### src/cmct_pkg.sv
// Package for the core memory cycle timing block: counts and widths.
// Assumes a single 125 MHz system clock; 10 MHz pacing is derived.
`default_nettype none
package cmct_pkg;
    // ==========================================
    // Clocking
    localparam int unsigned CLK_HZ = 125_000_000;
    localparam int unsigned TICK_HZ = 10_000_000;
    // Divider ratio; 12.5 is not whole, so ticks come at 12 or 13 cycles
    localparam int unsigned TICK_NUM = TICK_HZ / 1_000_000;
    localparam int unsigned TICK_DEN = CLK_HZ / 1_000_000;
    localparam int unsigned ACC_W = 8;
    localparam logic [ACC_W-1:0] ACC_NUM = ACC_W'(TICK_NUM);
    localparam logic [ACC_W-1:0] ACC_DEN = ACC_W'(TICK_DEN);
    localparam logic [ACC_W-1:0] ACC_RST = 8'h00;
    // ==========================================
    // Cycle counter
    localparam int unsigned CNT_W = 4;
    localparam logic [CNT_W-1:0] CNT_RST = 4'h0;
    localparam logic [CNT_W-1:0] CNT_RELEASE = 4'hd; // Octal 15
    localparam logic [CNT_W-1:0] CNT_LAST = 4'hf;    // Octal 17
    // ==========================================
    // Stack addressing
    localparam int unsigned ADDR_W = 15;
    localparam int unsigned STACK_BIT = 14;          // 16K words per stack
    typedef enum logic [0:0] {
        CMCT_IDLE = 1'b0,
        CMCT_RUN = 1'b1
    } cmct_state_e;
endpackage : cmct_pkg
`default_nettype wire

### src/cmct_tick.sv
// Fractional divider making a one-cycle 10 MHz enable pulse.
// Assumes i_clk at the package rate.
`default_nettype none
module cmct_tick (
    input wire logic i_clk,
    input wire logic i_rst,
    output logic o_tick
);
    logic [cmct_pkg::ACC_W-1:0] acc_ff;
    logic [cmct_pkg::ACC_W-1:0] sum;
    wire wrap = (sum >= cmct_pkg::ACC_DEN);
    assign sum = acc_ff + cmct_pkg::ACC_NUM;
    // ==========================================
    // Accumulator
    always_ff @(posedge i_clk or posedge i_rst) begin
        if (i_rst) begin
            acc_ff <= cmct_pkg::ACC_RST;
            o_tick <= 1'b0;
        end else begin
            acc_ff <= wrap ? sum - cmct_pkg::ACC_DEN : sum;
            o_tick <= wrap;
        end
    end
endmodule // cmct_tick
`default_nettype wire

### src/cmct_top.sv
// Memory-control cycle timing: cycle counter, stack initiate, release, permit.
// Assumes request, grant and status inputs synchronous to i_clk.
`default_nettype none
module cmct_top (
    input wire logic i_clk,
    input wire logic i_rst,
    input wire logic i_access_granted,
    input wire logic i_requester_is_arith,
    input wire logic [cmct_pkg::ADDR_W-1:0] i_address,
    input wire logic i_two_stacks_fitted,
    input wire logic i_parity_with_overtemp_inhibit,
    input wire logic i_hardware_error_busy,
    output logic o_initiate_stack_lower,
    output logic o_initiate_stack_upper,
    output logic o_arith_unit_release,
    output logic o_end_of_cycle_permit,
    output logic o_cycle_active,
    output logic [cmct_pkg::CNT_W-1:0] o_cycle_time_counter
);

    // ==========================================
    // Declarations
    cmct_pkg::cmct_state_e state_ff;
    cmct_pkg::cmct_state_e nxt_state;
    logic [cmct_pkg::CNT_W-1:0] cycle_time_counter_ff;
    logic [cmct_pkg::CNT_W-1:0] nxt_count;
    logic arith_owner_ff;
    logic nxt_arith_owner;

    logic tick;
    logic count_enable;
    logic advance;
    logic at_last;
    logic idle;
    logic permit;
    logic start;
    logic cycle_start_timing_term;
    logic release_hit;

    logic upper_stack_select;
    logic lower_stack_select;
    logic [1:0] stack_select;
    logic [1:0] stack_initiate;

    logic nxt_end_of_cycle_permit;
    logic nxt_cycle_active;

    // ==========================================
    // Pacing
    // One clock only; 10 MHz comes as a one-cycle enable, so no second clock domain
    cmct_tick u_tick (
        .i_clk(i_clk),
        .i_rst(i_rst),
        .o_tick(tick)
    );

    // ==========================================
    // Decode
    // Either inhibit blocks a start and freezes a running count
    assign count_enable = ~i_parity_with_overtemp_inhibit & ~i_hardware_error_busy;
    assign advance = tick & ~idle & count_enable;
    assign at_last = (cycle_time_counter_ff == cmct_pkg::CNT_LAST);
    assign idle = (state_ff == cmct_pkg::CMCT_IDLE);
    // Permit only when idle or at terminal count
    assign permit = idle | at_last;
    assign start = tick & permit & i_access_granted & count_enable;
    assign cycle_start_timing_term = start;
    // Owner is latched at start, so a requester change mid-cycle cannot move the release
    assign nxt_arith_owner = start ? i_requester_is_arith : arith_owner_ff;
    assign release_hit = advance & arith_owner_ff
        & (nxt_count == cmct_pkg::CNT_RELEASE);

    // ==========================================
    // Stack steering
    // Wrap: a single-stack system folds the high address bit away
    assign upper_stack_select = i_address[cmct_pkg::STACK_BIT] & i_two_stacks_fitted;
    assign lower_stack_select = ~upper_stack_select;
    assign stack_select = {upper_stack_select, lower_stack_select};
    // Entry 0 feeds the lower stack, entry 1 the upper one
    for (genvar g = 0; g < 2; g++) begin : g_stack
        assign stack_initiate[g] = cycle_start_timing_term & stack_select[g];
    end

    // ==========================================
    // Next state
    always_comb begin
        nxt_state = state_ff;
        unique case (state_ff)
            cmct_pkg::CMCT_IDLE: begin
                if (start) begin
                    nxt_state = cmct_pkg::CMCT_RUN;
                end
            end
            cmct_pkg::CMCT_RUN: begin
                if (advance & at_last & ~start) begin
                    nxt_state = cmct_pkg::CMCT_IDLE;
                end
            end
        endcase
    end

    // ==========================================
    // Next count
    always_comb begin
        nxt_count = cycle_time_counter_ff;
        if (start) begin
            nxt_count = cmct_pkg::CNT_RST;
        end else if (advance) begin
            if (at_last) begin
                nxt_count = cmct_pkg::CNT_RST;
            end else begin
                nxt_count = cycle_time_counter_ff + 4'h1;
            end
        end
    end

    // ==========================================
    // Next status
    // Status levels follow the next state so they line up with the counter copy
    assign nxt_end_of_cycle_permit = (nxt_state == cmct_pkg::CMCT_IDLE)
        | (nxt_count == cmct_pkg::CNT_LAST);
    assign nxt_cycle_active = (nxt_state == cmct_pkg::CMCT_RUN);

    // ==========================================
    // Cycle state
    always_ff @(posedge i_clk or posedge i_rst) begin
        if (i_rst) begin
            state_ff <= cmct_pkg::CMCT_IDLE;
        end else begin
            state_ff <= nxt_state;
        end
    end

    always_ff @(posedge i_clk or posedge i_rst) begin
        if (i_rst) begin
            cycle_time_counter_ff <= cmct_pkg::CNT_RST;
        end else begin
            cycle_time_counter_ff <= nxt_count;
        end
    end

    always_ff @(posedge i_clk or posedge i_rst) begin
        if (i_rst) begin
            arith_owner_ff <= 1'b0;
        end else begin
            arith_owner_ff <= nxt_arith_owner;
        end
    end

    // ==========================================
    // Stack initiate
    // The module keeps its own delay-line timing once initiated, so initiate is one pulse
    always_ff @(posedge i_clk or posedge i_rst) begin
        if (i_rst) begin
            o_initiate_stack_lower <= 1'b0;
        end else begin
            o_initiate_stack_lower <= stack_initiate[0];
        end
    end

    always_ff @(posedge i_clk or posedge i_rst) begin
        if (i_rst) begin
            o_initiate_stack_upper <= 1'b0;
        end else begin
            o_initiate_stack_upper <= stack_initiate[1];
        end
    end

    // ==========================================
    // Release
    // Pulse lands on the edge that shows octal 15 on the counter copy
    always_ff @(posedge i_clk or posedge i_rst) begin
        if (i_rst) begin
            o_arith_unit_release <= 1'b0;
        end else begin
            o_arith_unit_release <= release_hit;
        end
    end

    // ==========================================
    // Status
    // Permit resets high: an idle controller may take a request at once
    always_ff @(posedge i_clk or posedge i_rst) begin
        if (i_rst) begin
            o_end_of_cycle_permit <= 1'b1;
        end else begin
            o_end_of_cycle_permit <= nxt_end_of_cycle_permit;
        end
    end

    always_ff @(posedge i_clk or posedge i_rst) begin
        if (i_rst) begin
            o_cycle_active <= 1'b0;
        end else begin
            o_cycle_active <= nxt_cycle_active;
        end
    end

    // Counter copy moves with the internal counter, so the two never disagree
    always_ff @(posedge i_clk or posedge i_rst) begin
        if (i_rst) begin
            o_cycle_time_counter <= cmct_pkg::CNT_RST;
        end else begin
            o_cycle_time_counter <= nxt_count;
        end
    end
endmodule // cmct_top
`default_nettype wire

### config.mk
export PLATFORM = sky130hd
export DESIGN_NAME = cmct_top
export DESIGN_NICKNAME = d
export VERILOG_FILES = /design/src/cmct_pkg.sv /design/src/cmct_tick.sv /design/src/cmct_top.sv
export SDC_FILE = /design/constraint.sdc
export NUM_CORES = 1
export LEC_CHECK = 0
export BUFFER_PORTS_ARGS = -buffer_cell sky130_fd_sc_hd__buf_4
export CORE_AREA = 2 2 56 58
export DETAILED_ROUTE_END_ITERATION = 8
export DIE_AREA = 0 0 58 60
export GPL_TIMING_DRIVEN = 0
export HOLD_SLACK_MARGIN = 0.08
export PLACE_DENSITY = 0.66
export SYNTH_ARGS = -nofsm -noshare
export SYNTH_HDL_FRONTEND = slang
export SYNTH_SLANG_ARGS = --single-unit
### constraint.sdc
create_clock -name i_clk -period 3.4 [get_ports i_clk]
set_input_delay 0.17 -clock i_clk [delete_from_list [all_inputs] [get_ports i_clk]]
set_output_delay 0.17 -clock i_clk [all_outputs]
set_load 0.05 [all_outputs]
# Word level (Yosys, flattened, before mapping)

Index checks and enable logic that the tools add are counted.

Bits of input ports: 22
Bits in registers: 19

Mux-type cells: 7
Bitwise gates (word level): 21
Equal/unequal tests: 3
Add/sub/neg operators: 3
Order comparisons: 1

Operators by type and width:

| kind                                                              | count |
|---|---|
| AND 1 bit                                                         | 13 |
| equality test 4 bit, second input constant                        | 3 |
| two-way mux 4 bit                                                 | 3 |
| adder 8 x 4 -> 8 bit, second input constant                       | 1 |
| greater-or-equal comparator 8 x 7 -> 1 bit, second input constant | 1 |
| two-way mux 8 bit                                                 | 1 |
| subtractor 8 x 7 -> 8 bit, second input constant                  | 1 |
| NOT 1 bit                                                         | 6 |
| adder 4 x 1 -> 4 bit, second input constant                       | 1 |
| two-way mux 1 bit                                                 | 2 |
| OR 1 bit                                                          | 2 |
| one-hot mux 1 bit (2 select lines)                                | 1 |

# Logic depth before layout (Yosys ltp)

Depth in word-level cells: 11
Gate-level depth with buffers: 9
Mapped depth without buffers: 9

# Cells and area by module

From an unflattened synthesis, not the netlist that was laid out.

Cells, all modules: 113
Area, all modules: 1147.4 µm²

Modules (own cells, without submodules):

| module    | sequential area each (µm²) | times used | cells an instance | area an instance (µm²) |
|---|---|---|---|---|
| cmct_tick | 225.2                      | 1          | 62                | 630.6 |
| cmct_top  | 251.5                      | 1          | 51                | 516.7 |

# Least setup slack after synthesis

Ideal clock, no wire load.

Path kind: register to register
From: register u_tick.acc_ff[1] (netlist bit)
To: register u_tick.acc_ff[5] (netlist bit)
Path buffers: 0
Period minus slack after synthesis: 1910 ps
Cell stages (with the launch flop): 8
Arrival: 1784 ps
Slack: 1490 ps
Cells stage by stage: dfrtp_1 > ha_1 > xnor2_1 > o32ai_4 > a31oi_4 > nor3_1 > o21ai_2 > xor2_1

Cells in the longest elaborated chain, start to end: 3
Elaborated cells between the ends (all ways): 4
Those cells by class: add/sub (2); order compare (1); mux (1)

RTL lines:

| what                                                                                    | RTL line                         | source |
|---|---|---|
| from (decl)                                                                             | cmct_tick.sv:9                   | `logic [cmct_pkg::ACC_W-1:0] acc_ff;` |
| from (signal assigned)                                                                  | cmct_tick.sv:17                  | `acc_ff <= cmct_pkg::ACC_RST;` |
| from (signal assigned)                                                                  | cmct_tick.sv:20                  | `acc_ff <= wrap ? sum - cmct_pkg::ACC_DEN : sum;` |
| adder 8 x 4 -> 8 bit *                                                                  | cmct_tick.sv:12                  | `assign sum = acc_ff + cmct_pkg::ACC_NUM;` |
| subtractor 8 x 7 -> 8 bit or greater-or-equal comparator 8 x 7 -> 1 bit (tied branches) | cmct_tick.sv:20, cmct_tick.sv:11 |  |
| two-way mux 8 bit *                                                                     | cmct_tick.sv:20                  |  |

Every way passes the cells marked *; elsewhere a longest branch is shown, timed or not.
A chain may end at the register's enable or synchronous reset.

# Worst setup path after layout

From: register u_tick.acc_ff[1] (netlist bit)
To: register u_tick.acc_ff[5] (netlist bit)

Cells in the longest elaborated chain, start to end: 3
Elaborated cells between the ends (all ways): 4
Those cells by class: add/sub (2); order compare (1); mux (1)

RTL lines:

| what                                       | RTL line        | source |
|---|---|---|
| adder 8 x 4 -> 8 bit                       | cmct_tick.sv:12 |  |
| greater-or-equal comparator 8 x 7 -> 1 bit | cmct_tick.sv:11 | `wire wrap = (sum >= cmct_pkg::ACC_DEN);` |
| named net u_tick.wrap                      | cmct_tick.sv:11 |  |
| two-way mux 8 bit                          | cmct_tick.sv:20 |  |

The timed path passes the listed nets, and every way through them passes these cells.

==> results.md <==
Placement:
- The HPWL after detailed placement is 1.49 mm.
- The count of buffers from port buffering is 16.
- The cell area after placement is 1250 um2.
- Prior to clock tree synthesis, the placed netlist has a worst setup slack of 1.30 ns.
- At the end of routability-driven placement, the weighted congestion stood at about 0.86.

Floorplanning:
- The floorplan core area is 2900 um2.
- The initial core utilization is between 30 and 40%.
- The height of the die is ~60 um.
- In this run the count of I/O pins placed on the die edge is 31.
- The floorplan step set the die width to 58 um.
- The die covers 3480 um2.
- The site row count is 20.

Route:
- The post-detailed-route count of antenna-violating nets is 0.
- The violation count after the first detailed-route iteration is 21.
- The remaining design rule violation count is 0.
- The mean routed wirelength per cell is 12.2 um.
- Summed over all layers, the routed wires come to ~2 mm.
- The final route contains between 800 and 900 vias.
- The first detailed-routing pass ran for 4 iterations.
- The ratio of routed vias to standard cells is around 5.2.

Global route:
- The layer flagged by global routing as most heavily used is met2.
- The via count of the first global-routing pass came to a little over 800.
- Global routing used about 14% of the available met1 tracks.
- The met3 usage in global routing is under 10%.
- After global routing the overflow that remains totals 0.
- Entering global routing, the biggest net connects 20 pins.
- In the global route stage, met2 resource usage came out at about 23%.
- The number of antenna violations at the first check in global routing is 0.
- For this run, the total global-route usage over all layers was measured as about 13%.
- The first global-routing pass estimated 3.38 mm of wire.

Hold path:
- The number of cells traversed by the worst hold path is 2.
- The start point of the worst hold path is i_requester_is_arith.
- The tightest min-delay check is of the input port to flop type.
- The path with the worst hold slack has its endpoint at arith_owner_ff$_DFFE_PP0P_.

Power and ir drop:
- The clock group share of total power is approximately 29%.
- Sequential cells account for 60.5% of the total power.
- The worst-case IR drop observed on VDD is around 0.19 mV.
- Internal power comes to approximately 290 uW.
- The portion of total power attributed to combinational logic is between 10% and 20%.
- The leakage power total is 0.000626 uW.
- The total power per unit cell area is 298 nW/um2.
- In this run the power spent charging and discharging nets is between 100 and 150 uW.
- Net switching is about a quarter of the power.
- The post-route total power is approximately 390 uW.

Clock network:
- Clock-pin slew was measured on the worst setup and hold paths at 0.11 ns.
- In this run the number of H-tree levels came out at 1.
- In this run the post-CTS setup repair buffer count came out at 0.
- The number of buffers inserted during clock tree synthesis is 3.
- TritonCTS built the clock tree.
- The longest clock path from root to sink contains 2 buffers.
- CTS saw 19 sinks.
- The clock tree root buffer cell is clkbuf_4.
- The clock latency reported for the late side of the worst-skew pair is roughly 0.29 ns.

Finish:
- The area added between synthesis and finish is 20.0%.
- The share of post-route cells with drive strength above 1 is between 20% and 30%.
- The number of antenna diodes in the final layout is 0.
- The total non-filler cell area in the finished layout is between 1000 and 1500 um2.
- The sequential cells in the finished layout cover a total of 477 um2.
- Leaving out fill and tap cells, the most frequent cells in the layout are dfrtp_1 (18), buf_4 (16), nand2_1 (11), a21oi_1 (9), xnor2_1 (7).
- Counting the fill cells in the layout gives 284.
- The final layout contains 160 nets.
- Summing all multi-input logic gate instances after layout gives slightly below 600 um2.
- Leaving out fill and tap cells, the most frequent cell in the layout is dfrtp_1.

Setup path:
- For the worst setup path, the data arrival time is between 2 and 2.5 ns.
- The number of cells on the worst reg-to-reg path is 8.
- In this run the critical register-to-register path is launched from u_tick.acc_ff[1]$_DFF_PP0_.
- The highest net fanout along the worst path is 8.
- The required time of the critical path is around 3.6 ns.
- The setup path with the least slack is of type flop to flop.
- The startpoint kind of the worst setup timing path is a flop.
- STA classifies the critical path endpoint as a flop.
- The terminus of the critical flop-to-flop path is u_tick.acc_ff[5]$_DFF_PP0_.
- The worst register-to-register path has a setup slack of 1.27 ns.

Logic synthesis:
- The number of warnings issued by yosys is 0.
- The synthesized netlist occupies a cell area of approximately 1100 um2.
- Counting flops with an async set or reset pin after synthesis yields a share of 100%.
- Summed over all instances, the cell type with the most area after synthesis is dfrtp_1.
- The fraction of synthesized cell area taken by the top area cell type is 41.2%.
- The mean area per synthesized cell is ~10 um2.
- Sequential elements use a little over two fifths of the synthesized area.
- The unique cell type count in the Yosys netlist is 37.
- The total nets after synthesis is roughly 140.
- The cell count after synthesis is ~110.
- The number of enable flip-flop cells after synthesis is 0.
- The most used flip-flop cell after synthesis is dfrtp_1.
- Counting flops and latches in the post-synthesis netlist gives 19.
- After synthesis, the cell types taking the most area are dfrtp_1 (41%), ha_1 (6.9%), xnor2_1 (5.6%).

Timing:
- The final critical-path share of the clock period is 62.7%.
- Timing would allow up to about 470 MHz.
- For the pin with the worst max-slew slack, the measured transition is around 0.74 ns.
- In this run the tightest slew margin relative to its limit is 50.4%.
- Setup violations remaining at the end of the flow were counted as 0.
- Between clock sinks in the finished design, the worst skew comes to 0.00576 ns.
- Setup repair after global routing left no endpoint under its margin.
- For the final routed database, the setup TNS stands at 0 ns.
- The hold slack is 0.0977 ns.
- The max-slew violation total from the final report is 0.
- The count of final hold-check violations is 0.
- The setup slack of the critical path after layout is 1.27 ns.
- The final critical path time including I/O delays and setup is ~2.1 ns.

Job:
- The tool flagged a number of max-cap violations equal to 0.

Outcome:
- The run finished with clean final reports.
metrics by stage:
| stage | utilization, % | std cells |
|---|---|---|
| final | 45.2 | 164 |
| after global routing | 45.2 | 164 |
| after CTS | 45.2 | 164 |
| after detailed placement | 43.2 | 157 |
| after global placement | 43.2 | 157 |
| after floorplan | - | 108 |
how the worst max path moves through the flow:
| stage | from | to | slack, ns |
|---|---|---|---|
| CTS | u_tick.acc_ff[1]$_DFF_PP0_ | u_tick.acc_ff[5]$_DFF_PP0_ | 1.28 |
| finish | u_tick.acc_ff[1]$_DFF_PP0_ | u_tick.acc_ff[5]$_DFF_PP0_ | 1.27 |
| detailed placement | u_tick.acc_ff[1]$_DFF_PP0_ | u_tick.acc_ff[5]$_DFF_PP0_ | 1.30 |
| floorplan | u_tick.acc_ff[1]$_DFF_PP0_ | u_tick.acc_ff[5]$_DFF_PP0_ | 1.49 |
| global route | u_tick.acc_ff[1]$_DFF_PP0_ | u_tick.acc_ff[5]$_DFF_PP0_ | 1.14 |
| global placement | u_tick.acc_ff[1]$_DFF_PP0_ | u_tick.acc_ff[5]$_DFF_PP0_ | 1.32 |
layer usage:
metal	part of all wire, %	vias to the layer above
met5	0	-
met4	1.4	0
met3	3.7	4
met2	50	15
met1	45	401
li1	-	429
Yosys cell counts (2+ instances only):
cell type,count
inv_1,6
a21oi_1,9
o21ai_0,6
nor2b_1,2
and3_1,3
nand3_1,4
ha_1,6
dfrtp_1,18
nand2b_1,2
nand2_1,11
nor3_1,2
xor2_1,3
nor2_1,5
a22o_1,2
xnor2_1,7
power by group through the flow:
stage / combinational [uW] / clock (uW) / sequential [uW]
after floorplan: 11.7 / 0 / 252
after global placement: 40.2 / 0 / 241
after detailed placement: 41.0 / 0 / 241
after CTS: 42.8 / 121 / 237
after global routing: 45.5 / 129 / 237
final: 42.0 / 112 / 237
logic make-up after synthesis:
kind of cell	after synthesis	share of synthesized area [%]
XOR/XNOR	10	8.01
buffers and inverters	8	2.86
multiplexers	2	1.95
AND/OR/NAND/NOR	35	16.8
flip-flops	19	43.6
AO/OA/AOI/OAI	28	19.9
adder cells (fa/ha/maj)	6	6.86
critical path, stage by stage (launching register included):
cell	delay, ns
dfrtp_1	0.50
ha_1	0.30
xor2_1	0.43
nor3_2	0.11
a31oi_4	0.28
inv_2	0.10
o211ai_2	0.08
o21ai_2	0.08
xor2_1	0.14
state kept, by name (all words and copies together), names as in the netlist:
register                cells
u_tick.o_tick               1
arith_owner_ff              1
o_arith_unit_release        1
u_tick.acc_ff               8
o_end_of_cycle_permit       1
o_initiate_stack_upper      1
o_initiate_stack_lower      1
o_cycle_time_counter        4
o_cycle_active              1
repair_timing:
item,in CTS,in global routing
hold buffers,3,0
resized for setup,0,0
endpoints found under the hold margin,19,0
area by class of cell:
| type | count | share of cell area [%] |
|---|---|---|
| multi-input cells | 81 | 44.6 |
| inverters | 7 | 2.00 |
| repair buffers | 19 | 11.4 |
| well taps | 33 | 3.15 |
| plain buffers | 1 | 0.381 |
| clock inverters | 1 | 0.381 |
| clock buffers | 3 | 1.72 |
| flip-flops and latches | 19 | 36.3 |
Note: power is estimated with default switching activity, not from simulation.
